File: config.mk
export PLATFORM = sky130hd
export DESIGN_NAME = core_reset_and_supply_monitor
export DESIGN_NICKNAME = d
export VERILOG_FILES = /design/src/verilog/supply_mon_pkg.sv /design/src/verilog/glitch_filter.sv /design/src/verilog/core_reset_and_supply_monitor.sv
export SDC_FILE = /design/constraint.sdc
export NUM_CORES = 1
export LEC_CHECK = 0
export ABC_AREA = 1
export BUFFER_PORTS_ARGS = -buffer_cell sky130_fd_sc_hd__buf_2
export CAP_MARGIN = 20
export CELL_PAD_IN_SITES_DETAIL_PLACEMENT = 0
export CELL_PAD_IN_SITES_GLOBAL_PLACEMENT = 1
export CORE_MARGIN = 8
export CORE_UTILIZATION = 49
export CTS_BUF_LIST = sky130_fd_sc_hd__clkbuf_16
export CTS_CLUSTER_DIAMETER = 150
export CTS_CLUSTER_SIZE = 20
export DETAILED_ROUTE_END_ITERATION = 16
export PLACE_DENSITY_LB_ADDON = 0.1
export SYNTH_ARGS = -nofsm -noshare
export SYNTH_HDL_FRONTEND = slang
export SYNTH_SLANG_ARGS = --single-unit
File: constraint.sdc
create_clock -name clock -period 4.5 [get_ports clock]
set_input_delay 0.675 -clock clock [delete_from_list [all_inputs] [get_ports clock]]
set_output_delay 0.675 -clock clock [all_outputs]
set_load 0.01 [all_outputs]
File: src/verilog/supply_mon_pkg.sv
package supply_mon_pkg;
  // ==========================================================================
  // Clock and timing
  localparam int CLOCK_HZ              = 20000000;
  localparam int REF_FILTER_NS         = 9000;   // reference anti-glitch time
  localparam int POR_MIN_LOW_NS        = 361;    // least time below lockout
  localparam int POR_MAX_DELAY_NS      = 1500;   // longest assertion delay
  localparam int OV_MAX_SWITCH_NS      = 1000;   // longest overvoltage switch time
  localparam int UV_FILTER_MIN_NS      = 800;
  localparam int UV_FILTER_MAX_NS      = 2000;
  localparam int NS_PER_S              = 1000000000;
  // Least times round up, longest times round down
  localparam int REF_FILTER_CYC = (REF_FILTER_NS * (CLOCK_HZ / 1000000) + 999) / 1000;
  localparam int POR_MIN_CYC    = (POR_MIN_LOW_NS * (CLOCK_HZ / 1000000) + 999) / 1000;
  localparam int POR_MAX_CYC    = (POR_MAX_DELAY_NS * (CLOCK_HZ / 1000000)) / 1000;
  localparam int OV_MAX_CYC     = (OV_MAX_SWITCH_NS * (CLOCK_HZ / 1000000)) / 1000;
  localparam int UV_FILTER_CYC  = (UV_FILTER_MIN_NS * (CLOCK_HZ / 1000000) + 999) / 1000;
  localparam int UV_FILTER_MAX_CYC = (UV_FILTER_MAX_NS * (CLOCK_HZ / 1000000)) / 1000;
  // ==========================================================================
  // Register map
  localparam logic [9:0]  ADDR_IRQ_CONFIG    = 10'h1C5;
  localparam logic [9:0]  ADDR_HEALTH_FLAGS  = 10'h1D2;
  localparam logic [9:0]  ADDR_PART_IDENT    = 10'h1D5;
  localparam logic [15:0] IRQ_CONFIG_RESET   = 16'h0000;
  localparam logic [15:0] PART_IDENT_VALUE   = 16'h5A31; // Arbitrary value
  localparam int          BIT_UV_MAIN        = 0;  // Flag and enable position
  localparam int          BIT_OV_MAIN        = 1;
  localparam int          BIT_OV_GATE        = 2;
  // ==========================================================================
  // Serial frame
  localparam logic [7:0]  CTRL_PATTERN       = 8'hA8;
  localparam logic [15:0] READ_IN_RESET      = 16'h0000;
  localparam int          FRAME_BITS         = 32;
endpackage : supply_mon_pkg

File: src/verilog/glitch_filter.sv
`timescale 1ns/1ps
// ============================================================================
// Level filter: output follows input once input is stable for CYCLES clocks
module glitch_filter #(
  parameter int CYCLES = 4
) (
  input  wire logic clock,
  input  wire logic rst,
  input  wire logic raw,
  output logic      filtered_q
);
  localparam int W = $clog2(CYCLES + 1);
  logic [W-1:0] count_q;

  // Counter restarts whenever input matches output, so a glitch never passes
  always_ff @(posedge clock) begin
    if (rst) begin
      count_q    <= '0;
      filtered_q <= 1'b0;
    end else if (raw == filtered_q) begin
      count_q <= '0;
    end else if (count_q == W'(CYCLES - 1)) begin
      count_q    <= '0;
      filtered_q <= raw;
    end else begin
      count_q <= count_q + W'(1);
    end
  end
endmodule : glitch_filter

File: src/verilog/core_reset_and_supply_monitor.sv
`timescale 1ns/1ps
// Functional notes
// - Core regulator stays off until reference is stable, then starts.
// - Reference stable asserts only after settling plus 9.0 us filter.
// - Power-on reset asserts after core supply low 361 ns, within 1.5 us.
// - Core reset is AND of power-on, pin and soft reset lows.
// - Serial module is inactive whenever core reset is asserted.
// - Outside reset, command word answer on MISO is 0xA8.
// - Register reads during reset return 0x00.
// - Core and serial link work with only main 5 V present.
// - Main supply overvoltage disconnects loads within 1.0 us, reconnects after.
// - Gate-supply shutdown threshold exceeded turns off gate regulator.
// - Pre-drivers disabled while main or gate undervoltage active.
// - Main undervoltage sets flag in health flags register 0x1D2.
// - Interrupt raised on main undervoltage if enabled at 0x1C5.
// - Main undervoltage comparator filtered 0.8 to 2.0 us first.
module core_reset_and_supply_monitor
  import supply_mon_pkg::*;
#(
  parameter int REF_CYC = REF_FILTER_CYC
) (
  input  wire logic clock,
  input  wire logic rst,
  input  wire logic bandgap_settled,
  input  wire logic core_supply_low,
  input  wire logic reset_pin_n,
  input  wire logic main_ov_cmp,
  input  wire logic gate_shutdown_cmp,
  input  wire logic main_uv_cmp,
  input  wire logic gate_supply_undervoltage,
  input  wire logic spi_sck,
  input  wire logic spi_cs_n,
  input  wire logic spi_mosi,
  output logic      spi_miso,
  output logic      spi_miso_oe,
  output logic      reference_stable,
  output logic      core_regulator_en,
  output logic      power_on_reset_n,
  output logic      core_reset_n,
  output logic      main_load_connect,
  output logic      gate_regulator_en,
  output logic      predriver_enable,
  output logic      main_supply_undervoltage,
  output logic      irq_n
);
  // ==========================================================================
  // Input synchronisers: every pin passes two flops
  localparam int NSYNC = 10;
  // Idle levels: reset pin high, gate supply fault high, chip select high,
  // so neither a false edge nor a false overvoltage follows reset
  localparam logic [NSYNC-1:0] SYNC_IDLE = 10'h08A;
  logic [NSYNC-1:0] raw_in, s1_q, s2_q;
  assign raw_in = {bandgap_settled, core_supply_low, reset_pin_n, main_ov_cmp,
                   gate_shutdown_cmp, main_uv_cmp, gate_supply_undervoltage,
                   spi_sck, spi_cs_n, spi_mosi};
  always_ff @(posedge clock) begin
    if (rst) begin
      s1_q <= SYNC_IDLE;
      s2_q <= SYNC_IDLE;
    end else begin
      s1_q <= raw_in;
      s2_q <= s1_q;
    end
  end
  logic bg_s, csl_s, rpin_s, ov_s, gsd_s, uv_s, guv_s, sck_s, cs_s, mosi_s;
  assign {bg_s, csl_s, rpin_s, ov_s, gsd_s, uv_s, guv_s, sck_s, cs_s, mosi_s} = s2_q;

  // ==========================================================================
  // Reference filter and core regulator
  logic ref_f;
  glitch_filter #(.CYCLES(REF_CYC)) u_ref_filter (
    .clock      (clock),
    .rst        (rst),
    .raw        (bg_s),
    .filtered_q (ref_f)
  );
  // Reference flag follows the filtered bandgap state
  always_ff @(posedge clock) begin
    if (rst) begin
      reference_stable <= 1'b0;
    end else begin
      reference_stable <= ref_f;
    end
  end

  // Regulator enable shares the filtered source, so it can never lead the
  // reference flag by a cycle
  always_ff @(posedge clock) begin
    if (rst) begin
      core_regulator_en <= 1'b0;
    end else begin
      core_regulator_en <= ref_f;  // Starts only with reference held
    end
  end

  // ==========================================================================
  // Power-on reset: low must persist the least time; sync delay keeps well
  // inside the longest assertion delay
  localparam int PW = $clog2(POR_MIN_CYC + 1);
  logic [PW-1:0] por_cnt_q;
  always_ff @(posedge clock) begin
    if (rst) begin
      por_cnt_q        <= '0;
      power_on_reset_n <= 1'b0;
    end else if (!core_regulator_en || !csl_s) begin
      por_cnt_q        <= '0;
      power_on_reset_n <= core_regulator_en;
    end else if (por_cnt_q == PW'(POR_MIN_CYC - 1)) begin
      power_on_reset_n <= 1'b0;
    end else begin
      por_cnt_q <= por_cnt_q + PW'(1);
    end
  end

  // ==========================================================================
  // Core reset: combined AND, raised at once, released through two flops
  logic soft_reset_n_q;
  logic comb_reset_n;
  logic [1:0] rel_q;
  assign comb_reset_n = power_on_reset_n & rpin_s & soft_reset_n_q;
  always_ff @(posedge clock) begin
    if (rst || !comb_reset_n) begin
      rel_q <= 2'h0;               // Assert without waiting
    end else begin
      rel_q <= {rel_q[0], 1'b1};   // Release on a common edge
    end
  end
  // Any low source pulls the core reset on the next edge; release waits for
  // the two-stage count so every module leaves reset together
  always_ff @(posedge clock) begin
    if (rst) begin
      core_reset_n <= 1'b0;
    end else begin
      core_reset_n <= comb_reset_n & rel_q[1];
    end
  end

  // ==========================================================================
  // Supply monitors; load switch and undervoltage flag run from main supply state alone
  logic uv_f;
  glitch_filter #(.CYCLES(UV_FILTER_CYC)) u_uv_filter (
    .clock      (clock),
    .rst        (rst),
    .raw        (uv_s),
    .filtered_q (uv_f)
  );
  // Overvoltage cut: only the sync delay stands between comparator and
  // switch, about three clocks against a one microsecond limit
  always_ff @(posedge clock) begin
    if (rst) begin
      main_load_connect <= 1'b0;
    end else begin
      main_load_connect <= !ov_s;
    end
  end

  // Gate regulator: off above the shutdown threshold and while the pin or
  // the power-on reset holds the device
  always_ff @(posedge clock) begin
    if (rst) begin
      gate_regulator_en <= 1'b0;
    end else begin
      gate_regulator_en <= !gsd_s && power_on_reset_n && rpin_s;
    end
  end

  // Undervoltage indication starts high so nothing trusts the supply early
  always_ff @(posedge clock) begin
    if (rst) begin
      main_supply_undervoltage <= 1'b1;
    end else begin
      main_supply_undervoltage <= uv_f;
    end
  end

  // Pre-drivers need both supplies good and the core out of reset
  always_ff @(posedge clock) begin
    if (rst) begin
      predriver_enable <= 1'b0;
    end else begin
      predriver_enable <= !uv_f && !guv_s && core_reset_n;
    end
  end

  // ==========================================================================
  // Registers: enable config and sticky health flags, cleared by reading
  logic [15:0] irq_cfg_q, flags_q, flags_set;
  logic        uv_prev_q, rd_flags_pulse, wr_cfg_pulse;
  logic [15:0] wr_data;
  assign flags_set = 16'(({15'h0, uv_f && !uv_prev_q} << BIT_UV_MAIN) |
                         ({15'h0, ov_s} << BIT_OV_MAIN) |
                         ({15'h0, gsd_s} << BIT_OV_GATE));
  // Previous filtered state, for the rising-edge flag event
  always_ff @(posedge clock) begin
    if (rst || !core_reset_n) begin
      uv_prev_q <= 1'b0;
    end else begin
      uv_prev_q <= uv_f;
    end
  end

  // Interrupt enables; cleared with every core reset
  always_ff @(posedge clock) begin
    if (rst || !core_reset_n) begin
      irq_cfg_q <= IRQ_CONFIG_RESET;
    end else if (wr_cfg_pulse) begin
      irq_cfg_q <= wr_data;
    end
  end

  // Set wins over read clear so no event is lost; the clear takes the same
  // edge on which the old value is loaded for shifting out
  always_ff @(posedge clock) begin
    if (rst || !core_reset_n) begin
      flags_q <= 16'h0000;
    end else begin
      flags_q <= (rd_flags_pulse ? 16'h0000 : flags_q) | flags_set;
    end
  end

  // Level request: stays low until the flag is read or its enable cleared
  always_ff @(posedge clock) begin
    if (rst) begin
      irq_n <= 1'b1;
    end else begin
      irq_n <= !(|(flags_q & irq_cfg_q)) || !core_reset_n;
    end
  end

  // ==========================================================================
  // Serial slave, mode 0: 16-bit command (bit15 read, addr [9:0]), 16 data
  function automatic logic [15:0] reg_read(input logic [9:0] a);
    unique case (a)
      ADDR_IRQ_CONFIG:   reg_read = irq_cfg_q;
      ADDR_HEALTH_FLAGS: reg_read = flags_q;
      ADDR_PART_IDENT:   reg_read = PART_IDENT_VALUE;
      default:           reg_read = 16'h0000;
    endcase
  endfunction : reg_read

  logic        sck_prev_q, cs_prev_q;
  logic [5:0]  bit_cnt_q;
  logic [15:0] sh_in_q, cmd_q, sh_out_q;
  logic        spi_live;
  logic        rise, fall, cs_fall;
  assign spi_live = core_reset_n;           // Inactive during reset
  assign rise     = sck_s && !sck_prev_q && !cs_s;
  assign fall     = !sck_s && sck_prev_q && !cs_s;
  assign cs_fall  = !cs_s && cs_prev_q;
  assign wr_data  = {sh_in_q[14:0], mosi_s};
  assign wr_cfg_pulse   = spi_live && rise && bit_cnt_q == 6'(FRAME_BITS - 1) &&
                          !cmd_q[15] && cmd_q[9:0] == ADDR_IRQ_CONFIG;
  // Clear on the fall that loads the flags for shifting out, so the host
  // always sees what was cleared
  assign rd_flags_pulse = spi_live && fall && bit_cnt_q == 6'(FRAME_BITS / 2) &&
                          cmd_q[15] && cmd_q[9:0] == ADDR_HEALTH_FLAGS;

  always_ff @(posedge clock) begin
    if (rst) begin
      sck_prev_q <= 1'b0;
      cs_prev_q  <= 1'b1;
    end else begin
      sck_prev_q <= sck_s;
      cs_prev_q  <= cs_s;
    end
  end

  // Reset answer shows as zeros: no pattern, no data
  always_ff @(posedge clock) begin
    if (rst || !spi_live || cs_s) begin
      bit_cnt_q <= '0;
      sh_in_q   <= 16'h0000;
      cmd_q     <= 16'h0000;
      sh_out_q  <= spi_live ? {CTRL_PATTERN, 8'h00} : READ_IN_RESET;
    end else begin
      if (rise) begin
        sh_in_q   <= wr_data;
        bit_cnt_q <= bit_cnt_q + 6'h01;
        if (bit_cnt_q == 6'(FRAME_BITS / 2 - 1)) begin
          cmd_q <= wr_data;
        end
      end
      if (fall) begin
        if (bit_cnt_q == 6'(FRAME_BITS / 2)) begin
          sh_out_q <= cmd_q[15] ? reg_read(cmd_q[9:0]) : 16'h0000;
        end else begin
          sh_out_q <= {sh_out_q[14:0], 1'b0};
        end
      end
    end
  end
  always_ff @(posedge clock) begin
    if (rst) begin
      spi_miso    <= 1'b0;
      spi_miso_oe <= 1'b0;
    end else begin
      spi_miso    <= sh_out_q[15];          // Pattern in command word
      spi_miso_oe <= !cs_s && !cs_fall;
    end
  end

  // Soft reset: write of 0xFFFF to part ident address pulses soft reset low
  always_ff @(posedge clock) begin
    if (rst) begin
      soft_reset_n_q <= 1'b1;
    end else begin
      soft_reset_n_q <= !(spi_live && rise && bit_cnt_q == 6'(FRAME_BITS - 1) &&
                          !cmd_q[15] && cmd_q[9:0] == ADDR_PART_IDENT &&
                          wr_data == 16'hFFFF);
    end
  end
endmodule : core_reset_and_supply_monitor

---- After elaboration in Yosys (flattened, before gate mapping) ----
Cells that the tools add are included.
storage, ports and cells
  input port bits ......................... 12
  output and inout port bits .............. 11
  register bits after elaboration ......... 140
cells by class
  mux-type cells .......................... 10
  reduce and logical (&&, ||, !) cells .... 51
  bitwise gates (word level) .............. 9
  eq/ne operators ......................... 12
  $add $sub $neg .......................... 4
operators with widths
  kind                                                   count
  two-way mux 16 bit                                     6
  case mux 16 bit (3 select lines)                       1
  equality test 10 x 9 -> 1 bit (second input constant)  3
  logical AND 1 bit                                      21
  AND 16 bit                                             1
  equality test 16 bit (second input constant)           1
  zero test 1 bit                                        16
  bitwise OR 16 x 3 -> 16 bit                            1
  OR reduction 16 bit                                    1
  equality test 6 x 5 -> 1 bit (second input constant)   2
  adder 8 x 1 -> 8 bit (second input constant)           1
  equality test 8 bit (second input constant)            1
  adder 6 x 1 -> 6 bit (second input constant)           1
  equality test 6 x 4 -> 1 bit (second input constant)   1
  AND reduction 2 bit                                    3
  OR reduction 3 bit                                     2
  adder 5 x 1 -> 5 bit (second input constant)           1
  equality test 5 x 4 -> 1 bit (second input constant)   1
  logical OR 1 bit                                       5
  adder 4 x 1 -> 4 bit (second input constant)           1
  equality test 4 x 3 -> 1 bit (second input constant)   1
  nonzero test 2 bit                                     2
  AND 1 bit                                              3
  two-way mux 1 bit                                      3
  5 further kinds                                        7

---- Depth between registers and ports, before layout ----
  depth after elaboration ................. 9
  depth in mapped cells ................... 9

---- Cells and area by module ----
Synthesis repeated with hierarchy kept, for this count alone.
second synthesis, totals
  cells, all modules ...................... 609
  area total of the unflattened synthesis .. 4893.4 um2
modules (own cells, without submodules)
  module                         seq. area each (um2)  times used  area each (um2)  cells each
  core_reset_and_supply_monitor  2302.2                1           4129.0           506
  glitch_filter at u_ref_filter  180.2                 1           510.5            73
  glitch_filter at u_uv_filter   120.1                 1           254.0            30

---- Worst setup path after synthesis ----
No wires, ideal clock.
  path type ............................... input port to flip-flop
  from .................................... input port rst
  to ...................................... register sh_out_q[0] (enable)
  buffers on the path ..................... 2
  stages .................................. 6
  slack ................................... 2482 ps
  arrival time ............................ 1657 ps
  cell sequence ........................... buf_2 > inv_2 > nand2_2 > nor2_4 > buf_2 > nand2_1
between the ends
  longest elaborated chain between the ends .. 3
ends and longest elaborated chain
  item                           line                                  RTL
  from (decl)                    core_reset_and_supply_monitor.sv:23   input wire logic rst,
  logical OR 1 bit (2 in a row)  core_reset_and_supply_monitor.sv:270  if (rst || !spi_live || cs_s) begin
  nonzero test 2 bit (no line)   -
  to (signal assigned)           core_reset_and_supply_monitor.sv:274  sh_out_q <= spi_live ? {CTRL_PATTERN, 8'h00} : READ_IN_RESET;
  to (signal assigned)           core_reset_and_supply_monitor.sv:285  sh_out_q <= cmd_q[15] ? reg_read(cmd_q[9:0]) : 16'h0000;
  to (signal assigned)           core_reset_and_supply_monitor.sv:287  sh_out_q <= {sh_out_q[14:0], 1'b0};
  to (decl)                      core_reset_and_supply_monitor.sv:243  logic [15:0] sh_in_q, cmd_q, sh_out_q;
No other way between the ends.
A chain may end at the register's enable or synchronous reset.

---- Worst setup path after layout ----
  from .................................... input port rst
  to ...................................... register sh_out_q[13] (enable)
Same word-level chain as after synthesis.

==> metrics.md <==
| Metric | Value |
|---|---|
| RSZ-0062 raised after global routing | `no` |
| Mean cell area of the mapped netlist | `8.38 sq um` |
| Number of design rule violations left after detail routing | `0` |
| Number of synthesized flops with an enable pin | `16` |
| Class of the tightest hold or removal check | `reg2reg` |
| Standard cell core area | `between 0.009 and 0.01 sq mm` |
| Routability Congestion | `0.870` |
| Count of TritonRoute iterations in the first routing pass | `5` |
| Unique cell type count in the Yosys netlist | `31` |
| Estimated wirelength of the detail-placed design | `approximately 6600 microns` |
| Sequential element share of the synthesized area | `0.552` |
| Synthesis-stage register bit count | `about 120` |
| Number of placement rows | `36` |
| Number of antenna violations at the first check in global routing | `0` |
| R2r endpoint | `cmd_q[3]` |
| Count of buffers added by post-CTS timing repair for setup | `0` |
| Clock net sink count | `~120` |
| Top library cells by usage in the layout, fill and taps aside | `sky130_fd_sc_hd__dfxtp_1 (106), sky130_fd_sc_hd__nand2_1 (91), sky130_fd_sc_hd__a21oi_1 (76)` |
| Iteration-0 DRC Markers | `around 250` |
| Average wire length per cell after detail routing | `~13 microns` |
| Hold path startpoint | `cs_prev_q` |
| CP required | `approximately 4500 ps` |
| Number of diodes | `0` |
| Source-to-sink clock delay at the later pin of the worst-skew pair | `~410 ps` |
| Number of cells traversed by the worst register-to-register path | `6` |
| Placed cell area | `between 0.004 and 0.005 sq mm` |
| TritonCTS clock tree | `done` |
| Largest net degree at the start of global routing | `28` |
| Worst reg-to-reg setup slack | `between 2000 and 2500 ps` |
| Top flip-flop cell by instance count after synthesis | `sky130_fd_sc_hd__dfxtp_1` |
| GRT overflow | `0` |
| Number of nets produced by synthesis | `581` |
| H-tree level count | `4` |
| Sum of negative setup slack | `0 ps` |
| Io pins | `23` |
| Upper clock frequency limit | `0.434 GHz` |
| Number of buffers added to fix hold violations after cts | `0` |
| Antenna viol nets, final | `0` |
| Asr flop ratio synth | `0` |
| Critical path destination | `sh_out_q[13]` |
| Number of cells traversed by the worst hold path | `1` |
| Maximum count of clock buffers along a single path | `2` |
| Vias in the first global route | `about 3400` |
| Worst setup path start | `rst` |
| Fin. Hold Viols | `0` |
| Maximum fanout encountered on the critical timing path | `27` |
| Overall power after layout | `between 0.002 and 0.0025 W` |
| Gate count after technology mapping | `approximately 560` |
| Actual transition at the worst max-transition pin | `759 ps` |
| Number of input and output port buffers inserted | `22` |
| Inserted Clock Buffers | `17` |
| Via density per instance | `between 4 and 5` |
| Fin util | `0.569` |
| Hold_ws | `a little under 400 ps` |
| Max IR drop VDD | `~0.00026 V` |
| Wire length of the first global-routing pass | `~17000 microns` |
| Total wire length | `9830 microns` |
| Static leakage power | `approximately 2 nW` |
| Arrival time at the worst endpoint | `between 2000 and 2500 ps` |
| Root buffer selected by CTS | `sky130_fd_sc_hd__clkbuf_16` |
| Via total after detailed routing | `around 3600` |
| Post-route clock period utilization | `0.512` |
| Fraction of final layout cells with drive strength greater than 1 | `0.133` |
| Most common cell after layout, fill and taps aside | `sky130_fd_sc_hd__dfxtp_1` |
| Post-layout instance area | `between 0.005 and 0.006 sq mm` |
| Syn Std Cell Area | `0.00472 sq mm` |
| Shortest clock period the worst path allows after layout | `between 2000 and 2500 ps` |
| Max Transition Viols Final | `0` |
| Final net count | `roughly 600` |
| # resized after CTS | `0` |
| Crit start category | `primary input` |
| Worst setup path class | `in2reg` |
| PD cells | `438 mW/mm^2` |
| Area overhead of the layout relative to synthesis | `15.3%` |
| Max capacitance violation total | `0` |
| Number of warning messages in the yosys log | `0` |
| Worst clock skew on the final layout | `between 8 and 9 ps` |
| Starting utilization of the core area | `0.494` |
| CP Capture Type | `flop` |
| Die area | `approximately 0.013 sq mm` |
| Launching point of the worst reg2reg path | `s2_q[1]` |
| Die H | `approximately 110 microns` |
| Setup violations, final | `0` |
| Clock transition at the register clock pins on the worst setup and hold paths after CTS | `50 ps` |
| Floorplan die width | `114 microns` |
| Total global-route track usage | `0.165` |
| Status | `complete, no violations` |
| Headroom to the max-slew limit | `0.493` |
[Yosys cell counts (5+ instances only)]
| cell | instances | share of area |
|---|---|---|
| sky130_fd_sc_hd__a21oi_1 | 76 | 0.081 |
| sky130_fd_sc_hd__ha_1 | 6 | 0.016 |
| sky130_fd_sc_hd__nor3_1 | 9 | 0.0096 |
| sky130_fd_sc_hd__clkbuf_1 | 8 | 0.0064 |
| sky130_fd_sc_hd__nor2_2 | 5 | 0.0066 |
| sky130_fd_sc_hd__or2_2 | 7 | 0.0093 |
| sky130_fd_sc_hd__o21ai_0 | 40 | 0.042 |
| sky130_fd_sc_hd__nand3_1 | 36 | 0.038 |
| sky130_fd_sc_hd__buf_2 | 7 | 0.0074 |
| sky130_fd_sc_hd__nand2_1 | 91 | 0.072 |
| sky130_fd_sc_hd__inv_1 | 56 | 0.045 |
| sky130_fd_sc_hd__nor2_1 | 58 | 0.046 |
| sky130_fd_sc_hd__edfxtp_1 | 16 | 0.10 |
| sky130_fd_sc_hd__dfxtp_1 | 106 | 0.45 |
| sky130_fd_sc_hd__inv_2 | 8 | 0.0064 |
| sky130_fd_sc_hd__nand4_1 | 7 | 0.0093 |
[cell type report]
type	instances	area, sq um
clock buffers	17	425
flip-flops and latches	122	2600
well taps	133	166
inverters	64	240
repair buffers	23	118
clock inverters	13	114
multi-input cells	357	1770
fillers	928	4110
[flip-flops by register name, indices dropped and copies added (netlist names), 2 cells and up]
| signal | count |
|---|---|
| rel_q | 2 |
| sh_in_q | 15 |
| por_cnt_q | 4 |
| sh_out_q | 16 |
| u_ref_filter.count_q | 8 |
| s2_q | 10 |
| cmd_q | 11 |
| u_uv_filter.count_q | 5 |
| s1_q | 10 |
| flags_q | 3 |
| irq_cfg_q | 16 |
| bit_cnt_q | 6 |
[power breakdown]
group	leakage (nW)	switching (W)	internal (W)
Combinational	0.667	0.0000148	0.00000972
Sequential	1.06	0.00000404	0.00111
Clock	0.269	0.000450	0.000791
Total	1.99	0.000468	0.00191
[critical path: stages]
cell and delay (ps):
sky130_fd_sc_hd__buf_2 240, sky130_fd_sc_hd__inv_2 230, sky130_fd_sc_hd__nand2_2 150, sky130_fd_sc_hd__nor2_4 430, sky130_fd_sc_hd__nand2_1 550
[stage by stage]
step                      std cells  setup WS, ps
after floorplan                 563          2480
after global placement          699          1830
after detailed placement        699          1730
after CTS                       729          2150
after global routing            729          1930
final                           729          2200
[how the worst min path moves through the flow]
| stage | to | slack, ps |
|---|---|---|
| 6_report | spi_miso_oe | 390 |
| 5_1_grt | predriver_enable | 410 |
| 4_1_cts | spi_miso_oe | 400 |
| 3_5_place_dp | spi_miso_oe | 390 |
| 3_3_place_gp | spi_miso_oe | 380 |
| 2_1_floorplan | spi_miso_oe | 370 |
[cells by family (layout without fill, tap and decap cells)]
| logic type | count (synthesis) | after routing | synth area share |
|---|---|---|---|
| AO/OA/AOI/OAI | 120 | 120 | 0.129 |
| XOR/XNOR | 3 | 3 | 0.00557 |
| adder cells (fa/ha/maj) | 6 | 6 | 0.0159 |
| buffers and inverters | 84 | 117 | 0.0727 |
| flip-flops | 122 | 122 | 0.552 |
| AND/OR/NAND/NOR | 228 | 228 | 0.225 |
[routing by layer]
layer,track usage,vias to the layer above,routed length [microns]
li1,-,1885,-
met1,0.223,1636,4960
met2,0.242,63,4340
met3,0.0401,7,441
met4,0.0799,0,86
met5,0,-,0
(Power assumes the default switching activity.)
